===== src/dce_map.vh =====
`ifndef DCE_MAP_VH
`define DCE_MAP_VH

// printed offsets, kept as register indices; byte address = 4 * index
`define DCE_IDX_NEIGHBOUR_INDEX 32'h5000353e
`define DCE_IDX_SRC_START_LOW   32'h50003540
`define DCE_IDX_SRC_START_HIGH  32'h50003542
`define DCE_IDX_DST_START_LOW   32'h50003544
`define DCE_IDX_DST_START_HIGH  32'h50003546
`define DCE_IDX_INTERRUPT_POINT 32'h50003548
`define DCE_IDX_TRANSFER_LENGTH 32'h5000354a
`define DCE_IDX_CHANNEL_CONTROL 32'h5000354c
`define DCE_IDX_ITEM_INDEX      32'h5000354e
`define DCE_IDX_CHANNEL_STATUS  32'h50003550

// decoded window of the index bits
`define DCE_IDX_BITS 10

// channel_control fields
`define DCE_CTRL_ENABLE       0
`define DCE_CTRL_WIDTH_LO     1
`define DCE_CTRL_WIDTH_HI     2
`define DCE_CTRL_IRQ_ENABLE   3
`define DCE_CTRL_TRIGGER_MODE 4
`define DCE_CTRL_DST_INC      5
`define DCE_CTRL_SRC_INC      6
`define DCE_CTRL_CIRCULAR     7
`define DCE_CTRL_PRIO_LO      8
`define DCE_CTRL_PRIO_HI      10
`define DCE_CTRL_IDLE         11
`define DCE_CTRL_FILL         12
`define DCE_CTRL_SENSE        13
`define DCE_CTRL_WMASK        16'h3fff
`define DCE_CTRL_RESET        16'h0000

// item widths
`define DCE_WIDTH_BYTE 2'h0
`define DCE_WIDTH_HALF 2'h1
`define DCE_WIDTH_WORD 2'h2

// axi responses
`define DCE_RESP_OKAY   2'h0
`define DCE_RESP_SLVERR 2'h2

`endif


===== src/dce_channel.v =====
//
// Overview of operation
// - item index is read-only, counts stored items, returns to zero after completion.
// - next source and destination addresses come from starts, index, increments, width.
// - source start address is two writable 16-bit halves.
// - destination start address is two writable 16-bit halves.
// - after each item, before index advances, interrupt fires when point equals index.
// - interrupt only produced while the interrupt enable bit is one.
// - length field holds item count minus one.
// - sense bit picks level (0) or rising-edge (1) peripheral request detection.
// - fill mode reads source once and writes it to every destination item.
// - a fill transfer is not pre-empted by other channels until done.
// - idle bit zero copies back-to-back and holds the bus from lower masters.
// - idle bit one adds one wait cycle after each store but the last; ignored in trigger mode and in fill mode.
// - 3-bit priority, larger wins, 000 lowest and 111 highest.
// - equal priorities grant the lower channel number first.
// - normal mode stops after the length and clears the enable bit itself.
// - circular mode with trigger resets index and restarts; enable stays set.
// - source increment advances by 1, 2 or 4 per item, else fixed.
// - destination increment advances by 1, 2 or 4 per item, else fixed.
// - trigger bit zero starts at once, one waits for each peripheral request.
// - width field 00 byte, 01 halfword, 10 word, 11 reserved.
// - enable bit one turns channel on; zero keeps it off and frozen.
`timescale 1ns/1ns
`include "dce_map.vh"

module dce_channel #(
	parameter [2:0] CHANNEL_NUMBER = 3'h4
) (
	// clock and reset
	input  wire        aclk,
	input  wire        aresetn,
	// axi4-lite write address
	input  wire [31:0] s_axi_awaddr,
	input  wire        s_axi_awvalid,
	output reg         s_axi_awready,
	// axi4-lite write data
	input  wire [31:0] s_axi_wdata,
	input  wire [3:0]  s_axi_wstrb,
	input  wire        s_axi_wvalid,
	output reg         s_axi_wready,
	// axi4-lite write response
	output reg  [1:0]  s_axi_bresp,
	output reg         s_axi_bvalid,
	input  wire        s_axi_bready,
	// axi4-lite read address
	input  wire [31:0] s_axi_araddr,
	input  wire        s_axi_arvalid,
	output reg         s_axi_arready,
	// axi4-lite read data
	output reg  [31:0] s_axi_rdata,
	output reg  [1:0]  s_axi_rresp,
	output reg         s_axi_rvalid,
	input  wire        s_axi_rready,
	// system bus master
	output reg         bus_request,
	output reg         bus_hold,
	output reg  [2:0]  bus_priority,
	output reg  [2:0]  bus_channel,
	input  wire        bus_grant,
	output reg         bus_valid,
	output reg         bus_write,
	output reg  [1:0]  bus_size,
	output reg  [31:0] bus_addr,
	output reg  [31:0] bus_wdata,
	input  wire [31:0] bus_rdata,
	input  wire        bus_ready,
	// peripheral request, neighbour index, interrupt
	input  wire        periph_request,
	input  wire [15:0] neighbour_item_index,
	output reg         channel_irq
);

	localparam [2:0] ST_IDLE  = 3'h0;
	localparam [2:0] ST_WAIT  = 3'h1;
	localparam [2:0] ST_ARB   = 3'h2;
	localparam [2:0] ST_READ  = 3'h3;
	localparam [2:0] ST_WRITE = 3'h4;
	localparam [2:0] ST_GAP   = 3'h5;

	// full indices overflow a byte address, so only the low index bits are decoded
	localparam [31:0] IDX_MASK = (32'h0000_0001 << `DCE_IDX_BITS) - 32'h0000_0001;
	localparam [31:0] A_NEIGH  = `DCE_IDX_NEIGHBOUR_INDEX & IDX_MASK;
	localparam [31:0] A_SRCL   = `DCE_IDX_SRC_START_LOW & IDX_MASK;
	localparam [31:0] A_SRCH   = `DCE_IDX_SRC_START_HIGH & IDX_MASK;
	localparam [31:0] A_DSTL   = `DCE_IDX_DST_START_LOW & IDX_MASK;
	localparam [31:0] A_DSTH   = `DCE_IDX_DST_START_HIGH & IDX_MASK;
	localparam [31:0] A_INTP   = `DCE_IDX_INTERRUPT_POINT & IDX_MASK;
	localparam [31:0] A_LEN    = `DCE_IDX_TRANSFER_LENGTH & IDX_MASK;
	localparam [31:0] A_CTRL   = `DCE_IDX_CHANNEL_CONTROL & IDX_MASK;
	localparam [31:0] A_INDEX  = `DCE_IDX_ITEM_INDEX & IDX_MASK;
	localparam [31:0] A_STAT   = `DCE_IDX_CHANNEL_STATUS & IDX_MASK;

	////////////////////////////////////////////////////////////////////////////////
	// registers

	reg  [15:0] source_start_low;
	reg  [15:0] source_start_high;
	reg  [15:0] destination_start_low;
	reg  [15:0] destination_start_high;
	reg  [15:0] interrupt_point;
	reg  [15:0] transfer_length;
	reg  [15:0] channel_control;
	reg  [15:0] item_index;
	reg  [2:0]  state;
	reg  [31:0] held_data;
	reg         fill_loaded;
	reg         request_prev;
	reg         request_pending;
	reg         done_clear;

	// axi write side bookkeeping
	reg         aw_taken;
	reg         w_taken;
	reg  [31:0] aw_addr;
	reg  [31:0] w_data;
	reg  [3:0]  w_strb;

	wire        ch_enable   = channel_control[`DCE_CTRL_ENABLE];
	wire [1:0]  item_width  = channel_control[`DCE_CTRL_WIDTH_HI:`DCE_CTRL_WIDTH_LO];
	wire        irq_enable  = channel_control[`DCE_CTRL_IRQ_ENABLE];
	wire        request_trigger_mode = channel_control[`DCE_CTRL_TRIGGER_MODE];
	wire        destination_increment_enable = channel_control[`DCE_CTRL_DST_INC];
	wire        source_increment_enable = channel_control[`DCE_CTRL_SRC_INC];
	wire        circular    = channel_control[`DCE_CTRL_CIRCULAR];
	wire [2:0]  channel_priority = channel_control[`DCE_CTRL_PRIO_HI:`DCE_CTRL_PRIO_LO];
	wire        idle_mode   = channel_control[`DCE_CTRL_IDLE];
	wire        fill_mode   = channel_control[`DCE_CTRL_FILL];
	wire        edge_sense  = channel_control[`DCE_CTRL_SENSE];

	////////////////////////////////////////////////////////////////////////////////
	// address generation

	reg  [31:0] offset;
	reg  [31:0] next_src;
	reg  [31:0] next_dst;

	always @*
	begin
		// index scaled by item size; 11 is reserved, treated as a byte
		case (item_width)
			`DCE_WIDTH_HALF: offset = {15'h0000, item_index, 1'b0};
			`DCE_WIDTH_WORD: offset = {14'h0000, item_index, 2'b00};
			default:         offset = {16'h0000, item_index};
		endcase
		// fill mode reads one fixed source item
		next_src = {source_start_high, source_start_low} +
			((source_increment_enable && !fill_mode) ? offset : 32'h0000_0000);
		next_dst = {destination_start_high, destination_start_low} +
			(destination_increment_enable ? offset : 32'h0000_0000);
	end

	// a trigger is a level or a rising edge caught earlier
	wire request_seen = edge_sense ? request_pending : periph_request;
	wire last_item    = (item_index == transfer_length);
	wire active       = (state != ST_IDLE);

	////////////////////////////////////////////////////////////////////////////////
	// register bus

	wire        do_write   = aw_taken && w_taken && !s_axi_bvalid;
	wire [31:0] wr_index   = {22'h00_0000, aw_addr[11:2]};
	wire [31:0] rd_index   = {22'h00_0000, s_axi_araddr[11:2]};
	wire [15:0] wr_mask    = {{8{w_strb[1]}}, {8{w_strb[0]}}};

	reg         wr_hit;
	reg         rd_hit;
	reg  [15:0] rd_value;

	always @*
	begin
		case (wr_index)
			A_SRCL, A_SRCH, A_DSTL, A_DSTH, A_INTP, A_LEN, A_CTRL,
			A_NEIGH, A_INDEX, A_STAT: wr_hit = 1'b1;
			default: wr_hit = 1'b0;
		endcase
		rd_hit = 1'b1;
		case (rd_index)
			A_NEIGH: rd_value = neighbour_item_index;
			A_SRCL:  rd_value = source_start_low;
			A_SRCH:  rd_value = source_start_high;
			A_DSTL:  rd_value = destination_start_low;
			A_DSTH:  rd_value = destination_start_high;
			A_INTP:  rd_value = interrupt_point;
			A_LEN:   rd_value = transfer_length;
			A_CTRL:  rd_value = channel_control & `DCE_CTRL_WMASK;
			A_INDEX: rd_value = item_index;
			A_STAT:  rd_value = {13'h0000, state};
			default:
			begin
				rd_value = 16'h0000;
				rd_hit   = 1'b0;
			end
		endcase
	end

	always @(posedge aclk)
	begin
		if (!aresetn)
		begin
			s_axi_awready <= 1'b0;
			s_axi_wready  <= 1'b0;
			s_axi_bvalid  <= 1'b0;
			s_axi_bresp   <= `DCE_RESP_OKAY;
			s_axi_arready <= 1'b0;
			s_axi_rvalid  <= 1'b0;
			s_axi_rresp   <= `DCE_RESP_OKAY;
			s_axi_rdata   <= 32'h0000_0000;
			aw_taken      <= 1'b0;
			w_taken       <= 1'b0;
			aw_addr       <= 32'h0000_0000;
			w_data        <= 32'h0000_0000;
			w_strb        <= 4'h0;
		end
		else
		begin
			// ready pulses for one cycle, then waits for the pair to finish
			s_axi_awready <= !aw_taken && !s_axi_awready && s_axi_awvalid;
			s_axi_wready  <= !w_taken && !s_axi_wready && s_axi_wvalid;
			if (s_axi_awvalid && s_axi_awready)
			begin
				aw_taken <= 1'b1;
				aw_addr  <= s_axi_awaddr;
			end
			if (s_axi_wvalid && s_axi_wready)
			begin
				w_taken <= 1'b1;
				w_data  <= s_axi_wdata;
				w_strb  <= s_axi_wstrb;
			end
			if (do_write)
			begin
				s_axi_bvalid <= 1'b1;
				s_axi_bresp  <= wr_hit ? `DCE_RESP_OKAY : `DCE_RESP_SLVERR;
			end
			else if (s_axi_bvalid && s_axi_bready)
			begin
				s_axi_bvalid <= 1'b0;
				aw_taken     <= 1'b0;
				w_taken      <= 1'b0;
			end
			s_axi_arready <= !s_axi_arready && !s_axi_rvalid && s_axi_arvalid;
			if (s_axi_arvalid && s_axi_arready)
			begin
				s_axi_rvalid <= 1'b1;
				s_axi_rdata  <= {16'h0000, rd_value};
				s_axi_rresp  <= rd_hit ? `DCE_RESP_OKAY : `DCE_RESP_SLVERR;
			end
			else if (s_axi_rvalid && s_axi_rready)
				s_axi_rvalid <= 1'b0;
		end
	end

	// software side of the register file; the engine only clears enable
	always @(posedge aclk)
	begin
		if (!aresetn)
		begin
			source_start_low       <= 16'h0000;
			source_start_high      <= 16'h0000;
			destination_start_low  <= 16'h0000;
			destination_start_high <= 16'h0000;
			interrupt_point        <= 16'h0000;
			transfer_length        <= 16'h0000;
			channel_control        <= `DCE_CTRL_RESET;
		end
		else
		begin
			if (do_write)
			begin
				case (wr_index)
					A_SRCL: source_start_low <= (source_start_low & ~wr_mask) |
						(w_data[15:0] & wr_mask);
					A_SRCH: source_start_high <= (source_start_high & ~wr_mask) |
						(w_data[15:0] & wr_mask);
					A_DSTL: destination_start_low <= (destination_start_low & ~wr_mask) |
						(w_data[15:0] & wr_mask);
					A_DSTH: destination_start_high <= (destination_start_high & ~wr_mask) |
						(w_data[15:0] & wr_mask);
					A_INTP: interrupt_point <= (interrupt_point & ~wr_mask) |
						(w_data[15:0] & wr_mask);
					A_LEN: transfer_length <= (transfer_length & ~wr_mask) |
						(w_data[15:0] & wr_mask);
					A_CTRL: channel_control <= ((channel_control & ~wr_mask) |
						(w_data[15:0] & wr_mask)) & `DCE_CTRL_WMASK;
					default: ;
				endcase
			end
			// a software write in the same cycle takes precedence
			if (done_clear && !(do_write && wr_index == A_CTRL))
				channel_control[`DCE_CTRL_ENABLE] <= 1'b0;
		end
	end

	////////////////////////////////////////////////////////////////////////////////
	// transfer engine

	always @(posedge aclk)
	begin
		if (!aresetn)
		begin
			state           <= ST_IDLE;
			item_index      <= 16'h0000;
			held_data       <= 32'h0000_0000;
			fill_loaded     <= 1'b0;
			request_prev    <= 1'b0;
			request_pending <= 1'b0;
			done_clear      <= 1'b0;
			bus_request     <= 1'b0;
			bus_hold        <= 1'b0;
			bus_priority    <= 3'h0;
			bus_channel     <= 3'h0;
			bus_valid       <= 1'b0;
			bus_write       <= 1'b0;
			bus_size        <= `DCE_WIDTH_BYTE;
			bus_addr        <= 32'h0000_0000;
			bus_wdata       <= 32'h0000_0000;
			channel_irq     <= 1'b0;
		end
		else
		begin
			done_clear   <= 1'b0;
			channel_irq  <= 1'b0;
			request_prev <= periph_request;
			bus_priority <= channel_priority;
			bus_channel  <= CHANNEL_NUMBER;
			// fill and blocking transfers keep the bus between items
			bus_hold <= active && ch_enable &&
				(fill_mode || (!idle_mode && !request_trigger_mode));
			// an edge arriving while the pending flag is consumed is kept
			if (periph_request && !request_prev && edge_sense)
				request_pending <= 1'b1;
			else if (state == ST_WAIT && request_pending)
				request_pending <= 1'b0;
			case (state)
				ST_IDLE:
				begin
					// disabled channel stays frozen here
					fill_loaded <= 1'b0;
					if (ch_enable && !done_clear)
					begin
						state       <= request_trigger_mode ? ST_WAIT : ST_ARB;
						bus_request <= !request_trigger_mode;
					end
				end
				ST_WAIT:
				begin
					if (!ch_enable)
					begin
						state      <= ST_IDLE;
						item_index <= 16'h0000;
					end
					else if (request_seen)
					begin
						state       <= ST_ARB;
						bus_request <= 1'b1;
					end
				end
				ST_ARB:
				begin
					if (!ch_enable)
					begin
						state       <= ST_IDLE;
						bus_request <= 1'b0;
						item_index  <= 16'h0000;
					end
					else if (bus_grant)
					begin
						bus_valid <= 1'b1;
						bus_size  <= item_width;
						if (fill_mode && fill_loaded)
						begin
							state     <= ST_WRITE;
							bus_write <= 1'b1;
							bus_addr  <= next_dst;
							bus_wdata <= held_data;
						end
						else
						begin
							state     <= ST_READ;
							bus_write <= 1'b0;
							bus_addr  <= next_src;
						end
					end
				end
				ST_READ:
				begin
					if (bus_ready)
					begin
						state       <= ST_WRITE;
						held_data   <= bus_rdata;
						fill_loaded <= 1'b1;
						bus_write   <= 1'b1;
						bus_addr    <= next_dst;
						bus_wdata   <= bus_rdata;
					end
				end
				ST_WRITE:
				begin
					if (bus_ready)
					begin
						bus_valid <= 1'b0;
						bus_write <= 1'b0;
						// checked against the index before it moves
						channel_irq <= irq_enable && (interrupt_point == item_index);
						if (last_item)
						begin
							item_index  <= 16'h0000;
							fill_loaded <= 1'b0;
							if (circular && request_trigger_mode && ch_enable)
							begin
								state       <= ST_WAIT;
								bus_request <= 1'b0;
							end
							else
							begin
								state       <= ST_IDLE;
								bus_request <= 1'b0;
								done_clear  <= 1'b1;
							end
						end
						else
						begin
							item_index <= item_index + 16'h0001;
							if (request_trigger_mode)
							begin
								state       <= ST_WAIT;
								bus_request <= 1'b0;
							end
							else if (idle_mode && !fill_mode)
							begin
								state       <= ST_GAP;
								bus_request <= 1'b0;
							end
							else
								state <= ST_ARB;
						end
					end
				end
				ST_GAP:
				begin
					// one free cycle for the processor or cache
					state       <= ST_ARB;
					bus_request <= 1'b1;
				end
				default:
				begin
					state       <= ST_IDLE;
					bus_request <= 1'b0;
					bus_valid   <= 1'b0;
				end
			endcase
		end
	end

endmodule


===== config.mk =====
export PLATFORM = sky130hd
export DESIGN_NAME = dce_channel
export DESIGN_NICKNAME = d
export VERILOG_FILES = /design/src/dce_channel.v
export VERILOG_INCLUDE_DIRS = /design/src /design/src/src
export SDC_FILE = /design/constraint.sdc
export NUM_CORES = 1
export LEC_CHECK = 0
export BUFFER_PORTS_ARGS = -buffer_cell sky130_fd_sc_hd__buf_2
export CAP_MARGIN = 5
export CORE_UTILIZATION = 50
export DETAILED_ROUTE_END_ITERATION = 10
export PLACE_DENSITY = 0.76
export SYNTH_ARGS = -nofsm -noshare
export SYNTH_HDL_FRONTEND = slang
export SYNTH_SLANG_ARGS = --single-unit

===== constraint.sdc =====
create_clock -name aclk -period 3.5 [get_ports aclk]
set_input_delay 0.875 -clock aclk [delete_from_list [all_inputs] [get_ports aclk]]
set_output_delay 0.875 -clock aclk [all_outputs]
set_load 0.03 [all_outputs]

# After elaboration in Yosys (flattened, before gate mapping)
# Index checks and enable logic that the tools add are counted.
# Widths: inputs -> output; s select.
[word_totals]
wordCells = 250
memories = 0
inputBits = 158
register_bits = 299
ram_bits = 0
output_inout_bits = 118
latch_bits = 0
rom_bits = 0
[op_classes]
div = 0
mul = 0
bitwise_logic = 19
shifts = 0
mux = 72
magnitude_cmp = 0
addsub = 3
n_eq_ne = 43
reduce_logical = 75
[op_table]
columns = ["operator", "n"]
rows = [
  ["$mux 32", 10],
  ["$eq 10x9->1 const B", 20],
  ["$pmux 16 s10", 1],
  ["$pmux 32 s2", 2],
  ["$and 16x16->16", 7],
  ["$or 16x16->16", 6],
  ["$add 32x32->32", 2],
  ["$mux 16", 3],
  ["$mux 3", 12],
  ["$pmux 18 s2", 1],
  ["$mux 1", 34],
  ["$eq 16x16->1", 2],
  ["$pmux 16 s2", 1],
  ["$logic_and 1x1->1", 28],
  ["$ne 2x2->1 const B", 11],
  ["$reduce_or 10->1", 2],
  ["$pmux 3 s6", 1],
  ["$add 16x1->16 const B", 1],
  ["$not 16->16", 1],
  ["$reduce_and 2->1", 8],
  ["$reduce_and 4->1", 4],
  ["$reduce_and 5->1", 3],
  ["$and 14x14->14", 1],
  ["$or 14x14->14", 1],
  ["other kinds (20)", 50],
]

# Depth between registers and ports, before layout
[depth]
word_depth = 8
ltp_mapped = 18
ltp_nobuf = 15

# Worst setup path after synthesis
# Ideal clock, no wire load.
[synth_path]
kind = "reg-to-reg"
startpoint = "register with a tool-made name"
endpoint = "register bus_addr[17]"
arrival_ps = 3358
synth_period_minus_slack_ps = 3486
path_slack_ps = 14
n_path_buf = 2
stages_incl_launch_ff = 17
setup_ps = 128
required_ps = 3372
path_cell_list = "dfxtp_1 > inv_1 > ha_1 > clkbuf_1 > clkbuf_1 > nor2_1 > a21oi_1 > nor2_1 > ha_1 > a21o_1 > a2111oi_0 > nor3_1 > o41ai_1 > o21ai_0 > xor2_1 > a22oi_1 > o21ai_0"
[synth_rtl]
columns = ["item", "line_no", "source"]
rows = [
  ["to (signal assigned)", "dce_channel.v:375", "bus_addr <= next_dst;"],
  ["to (signal assigned)", "dce_channel.v:382", "bus_addr <= next_src;"],
  ["to (signal assigned)", "dce_channel.v:394", "bus_addr <= next_dst;"],
  ["to (decl)", "dce_channel.v:64", "output reg [31:0] bus_addr,"],
]

==> flow_summary.json <==
{
  "min_from": "s_axi_rvalid",
  "critPathKind": "flip-flop to flip-flop",
  "hp-class": "flip-flop to flip-flop",
  "cts_buffers": 31,
  "io_pins": 276,
  "grt_pass1_wl_um": 80500,
  "min_period_over_period_pct": 99.2,
  "post-dp-hpwl_um": 39000,
  "synth-edff-count": 0,
  "timing.fmax_mhz": 288,
  "h-tree-depth": 1,
  "die_h_um": 178,
  "core_um2": 30000,
  "grt.total_usage_pct": 32.9,
  "clockBufferDepth": 3,
  "reg2regPathDepth": 17,
  "synth.area.top_cells": "dfxtp_1 (38%), nand2_1 (8.5%), a21oi_1 (7.6%)",
  "crit_path_end_kind": "flip-flop",
  "cellLeakagePower_nw": 7.41,
  "synthTopCellsByCount": "nand2_1 (350), dfxtp_1 (293), a21oi_1 (233), nor2_1 (189), clkbuf_1 (137)",
  "reg2reg_setup_slack_ps": 30,
  "grt_antenna_before_repair": 0,
  "insertion_delay_ps": 590,
  "r2r-end": "bus_addr[16]",
  "start_util_pct": 51.4,
  "die_area_um2": 31600,
  "vias_per_cell": 6.08,
  "syn_area_um2": 15400,
  "wl_um": 53500,
  "yosysTopAreaCellShare_pct": 38.0,
  "drv_cap": 0,
  "async_reset_ff_share_pct": 0,
  "drv_slew": 0,
  "dr.first_iter.drc_count": 1886,
  "ir_worst_vdd_v": 0.000419,
  "period_needed_ps": 3470,
  "syn_to_final_growth_pct": 21.2,
  "dieWidth_um": 178,
  "routabilityCongestion": 1.03,
  "yosysWarnings": 0,
  "clock-sinks": 293,
  "vias": 15900,
  "portBuffers": 193,
  "grt_overflow": 0,
  "status": "finished clean",
  "skew_ps": 13.6,
  "clkPwrFrac_pct": 48.3,
  "finalHoldViolations": 0,
  "p_switching_mw": 1.70,
  "ys_ff_latch": 293,
  "drtPass1Iterations": 7,
  "setup_viol": 0,
  "swShare_pct": 23.8,
  "cts_hold_buf": 0,
  "clkSlewWorstSetupHoldPaths_ps": 60,
  "postRouteAntennaNets": 0,
  "ys.flop_type": "dfxtp_1",
  "p_per_area_nw_per_um2": 383,
  "routedWlPerCell_um": 20.4,
  "critPathLaunchType": "flip-flop",
  "slew_headroom_pct": 33.1,
  "yosysUniqueCellTypes": 78,
  "p_int_mw": 5.46,
  "yosys.area.top_type": "dfxtp_1",
  "avgSynthCellArea_um2": 7.73,
  "setup_tns_ps": 0,
  "hold_end": "s_axi_arready",
  "drc": 0,
  "grt_pass1_vias": 14400,
  "root_buffer": "clkbuf_16",
  "holdWs_ps": 445,
  "syn_inst": 1998,
  "drive_gt1_share_pct": 20.7,
  "crit_fanout": 6,
  "holdPathStages": 1,
  "combinationalPowerShare_pct": 4.3,
  "cp.arrival_ps": 4000,
  "cts_tree": "built",
  "fin_nets": 2399,
  "yosysMostFrequentCell": "nand2_1",
  "worst_pin_slew_ps": 997,
  "cp.required_ps": 4030,
  "ys_seq_area_share_pct": 38.0,
  "row_count": 63,
  "grt_max_degree": 205,
  "p_total_mw": 7.17,
  "power.share.sequential_pct": 47.4
}
## placed cells by master, fill, tap and decap left out, drive strengths merged, types with 10 or more instances in the layout
cell type / instances
nand2: 350
buf: 326
dfxtp: 293
a21oi: 234
nor2: 193
nand3: 128
o21ai: 63
xnor2: 59
a22oi: 59
clkbuf: 43
ha: 39
mux2i: 37
a311oi: 35
xor2: 30
nor3: 22
nand4: 20
conb: 20
nor2b: 20
inv: 18
and3: 17
a222oi: 16
a21o: 16
a211oi: 16
a22o: 13
and2: 13
o21a: 12
nand2b: 10
o211ai: 10
a31oi: 10
## per-layer routing
metal,part of all wire [%],GRT usage [%]
met3,9.4,6.32
met4,5.4,16.6
met1,42,44.5
met5,0,0
met2,43,49.7
## layout make-up
type / instances / area [µm²]
Multi-Input combinational cell: 1533 / 9190
Clock inverter: 15 / 186
Sequential cell: 293 / 5870
Tap cell: 390 / 488
Timing Repair Buffer: 326 / 2010
Inverter: 15 / 61.3
Clock buffer: 43 / 891
Antenna cell: 1 / 2.50
Fill cell: 2657 / 11300
## how the worst max path moves through the flow
| stage | slack, ps | from | endpoint | depth (start not counted) |
|---|---|---|---|---|
| 2_1_floorplan | 10 | flip-flop | bus_addr[17] | 16 |
| 3_3_place_gp | -110 | flip-flop | bus_addr[31] | 17 |
| 3_5_place_dp | -180 | flip-flop | bus_addr[30] | 14 |
| 4_1_cts | 20 | flip-flop | bus_addr[31] | 17 |
| 5_1_grt | -50 | flip-flop | bus_addr[24] | 16 |
| 6_report | 30 | flip-flop | bus_addr[16] | 17 |
## stage by stage
step | util, % | area [µm²] | cells | setup WS (ps)
finish | 62.3 | 18700 | 2616 | 28.5
global route | 62.3 | 18700 | 2615 | -52.2
CTS | 61.1 | 18300 | 2604 | 24.3
detailed placement | 57.2 | 17200 | 2545 | -182
global placement | 57.2 | 17200 | 2545 | -106
floorplan | - | 15500 | 2017 | 14.2
## timing repair
item,CTS,global route
buffers inserted,1,14
gates resized for setup,19,63
hold endpoints to repair,0,0
endpoints found under the setup margin,17,18
pin swaps,5,27
## cell families after synthesis
logic type | after synthesis | share of synthesized area [%]
flops | 293 | 38.0
simple gates | 817 | 23.9
fa+ha+maj | 41 | 3.42
other cells | 1 | 0.0243
mux | 40 | 2.62
xor+xnor | 89 | 5.05
compound gates | 526 | 21.7
buf+inv | 191 | 5.28
## worst max-delay path: stages, from the launching register on
cell,delay (ps)
dfxtp_4,380
inv_2,60
ha_4,240
buf_4,160
buf_4,140
and3_1,190
ha_2,190
fa_2,380
a211oi_2,250
o21ai_2,120
nand4_1,200
a311oi_4,140
buf_6,180
buf_4,120
buf_4,130
o21a_1,200
o221ai_2,170
o211a_1,160
## power groups by stage
| stage | logic, mW | clock network, mW | registers (mW) |
|---|---|---|---|
| 3_3_place_gp | 0.304 | 0 | 3.47 |
| 3_5_place_dp | 0.308 | 0 | 3.47 |
| 5_1_grt | 0.338 | 3.62 | 3.39 |
| 6_report | 0.312 | 3.46 | 3.39 |
| 4_1_cts | 0.309 | 3.49 | 3.39 |
| 2_1_floorplan | 0.203 | 0 | 3.45 |
Note: power is estimated with default switching activity, not from simulation.
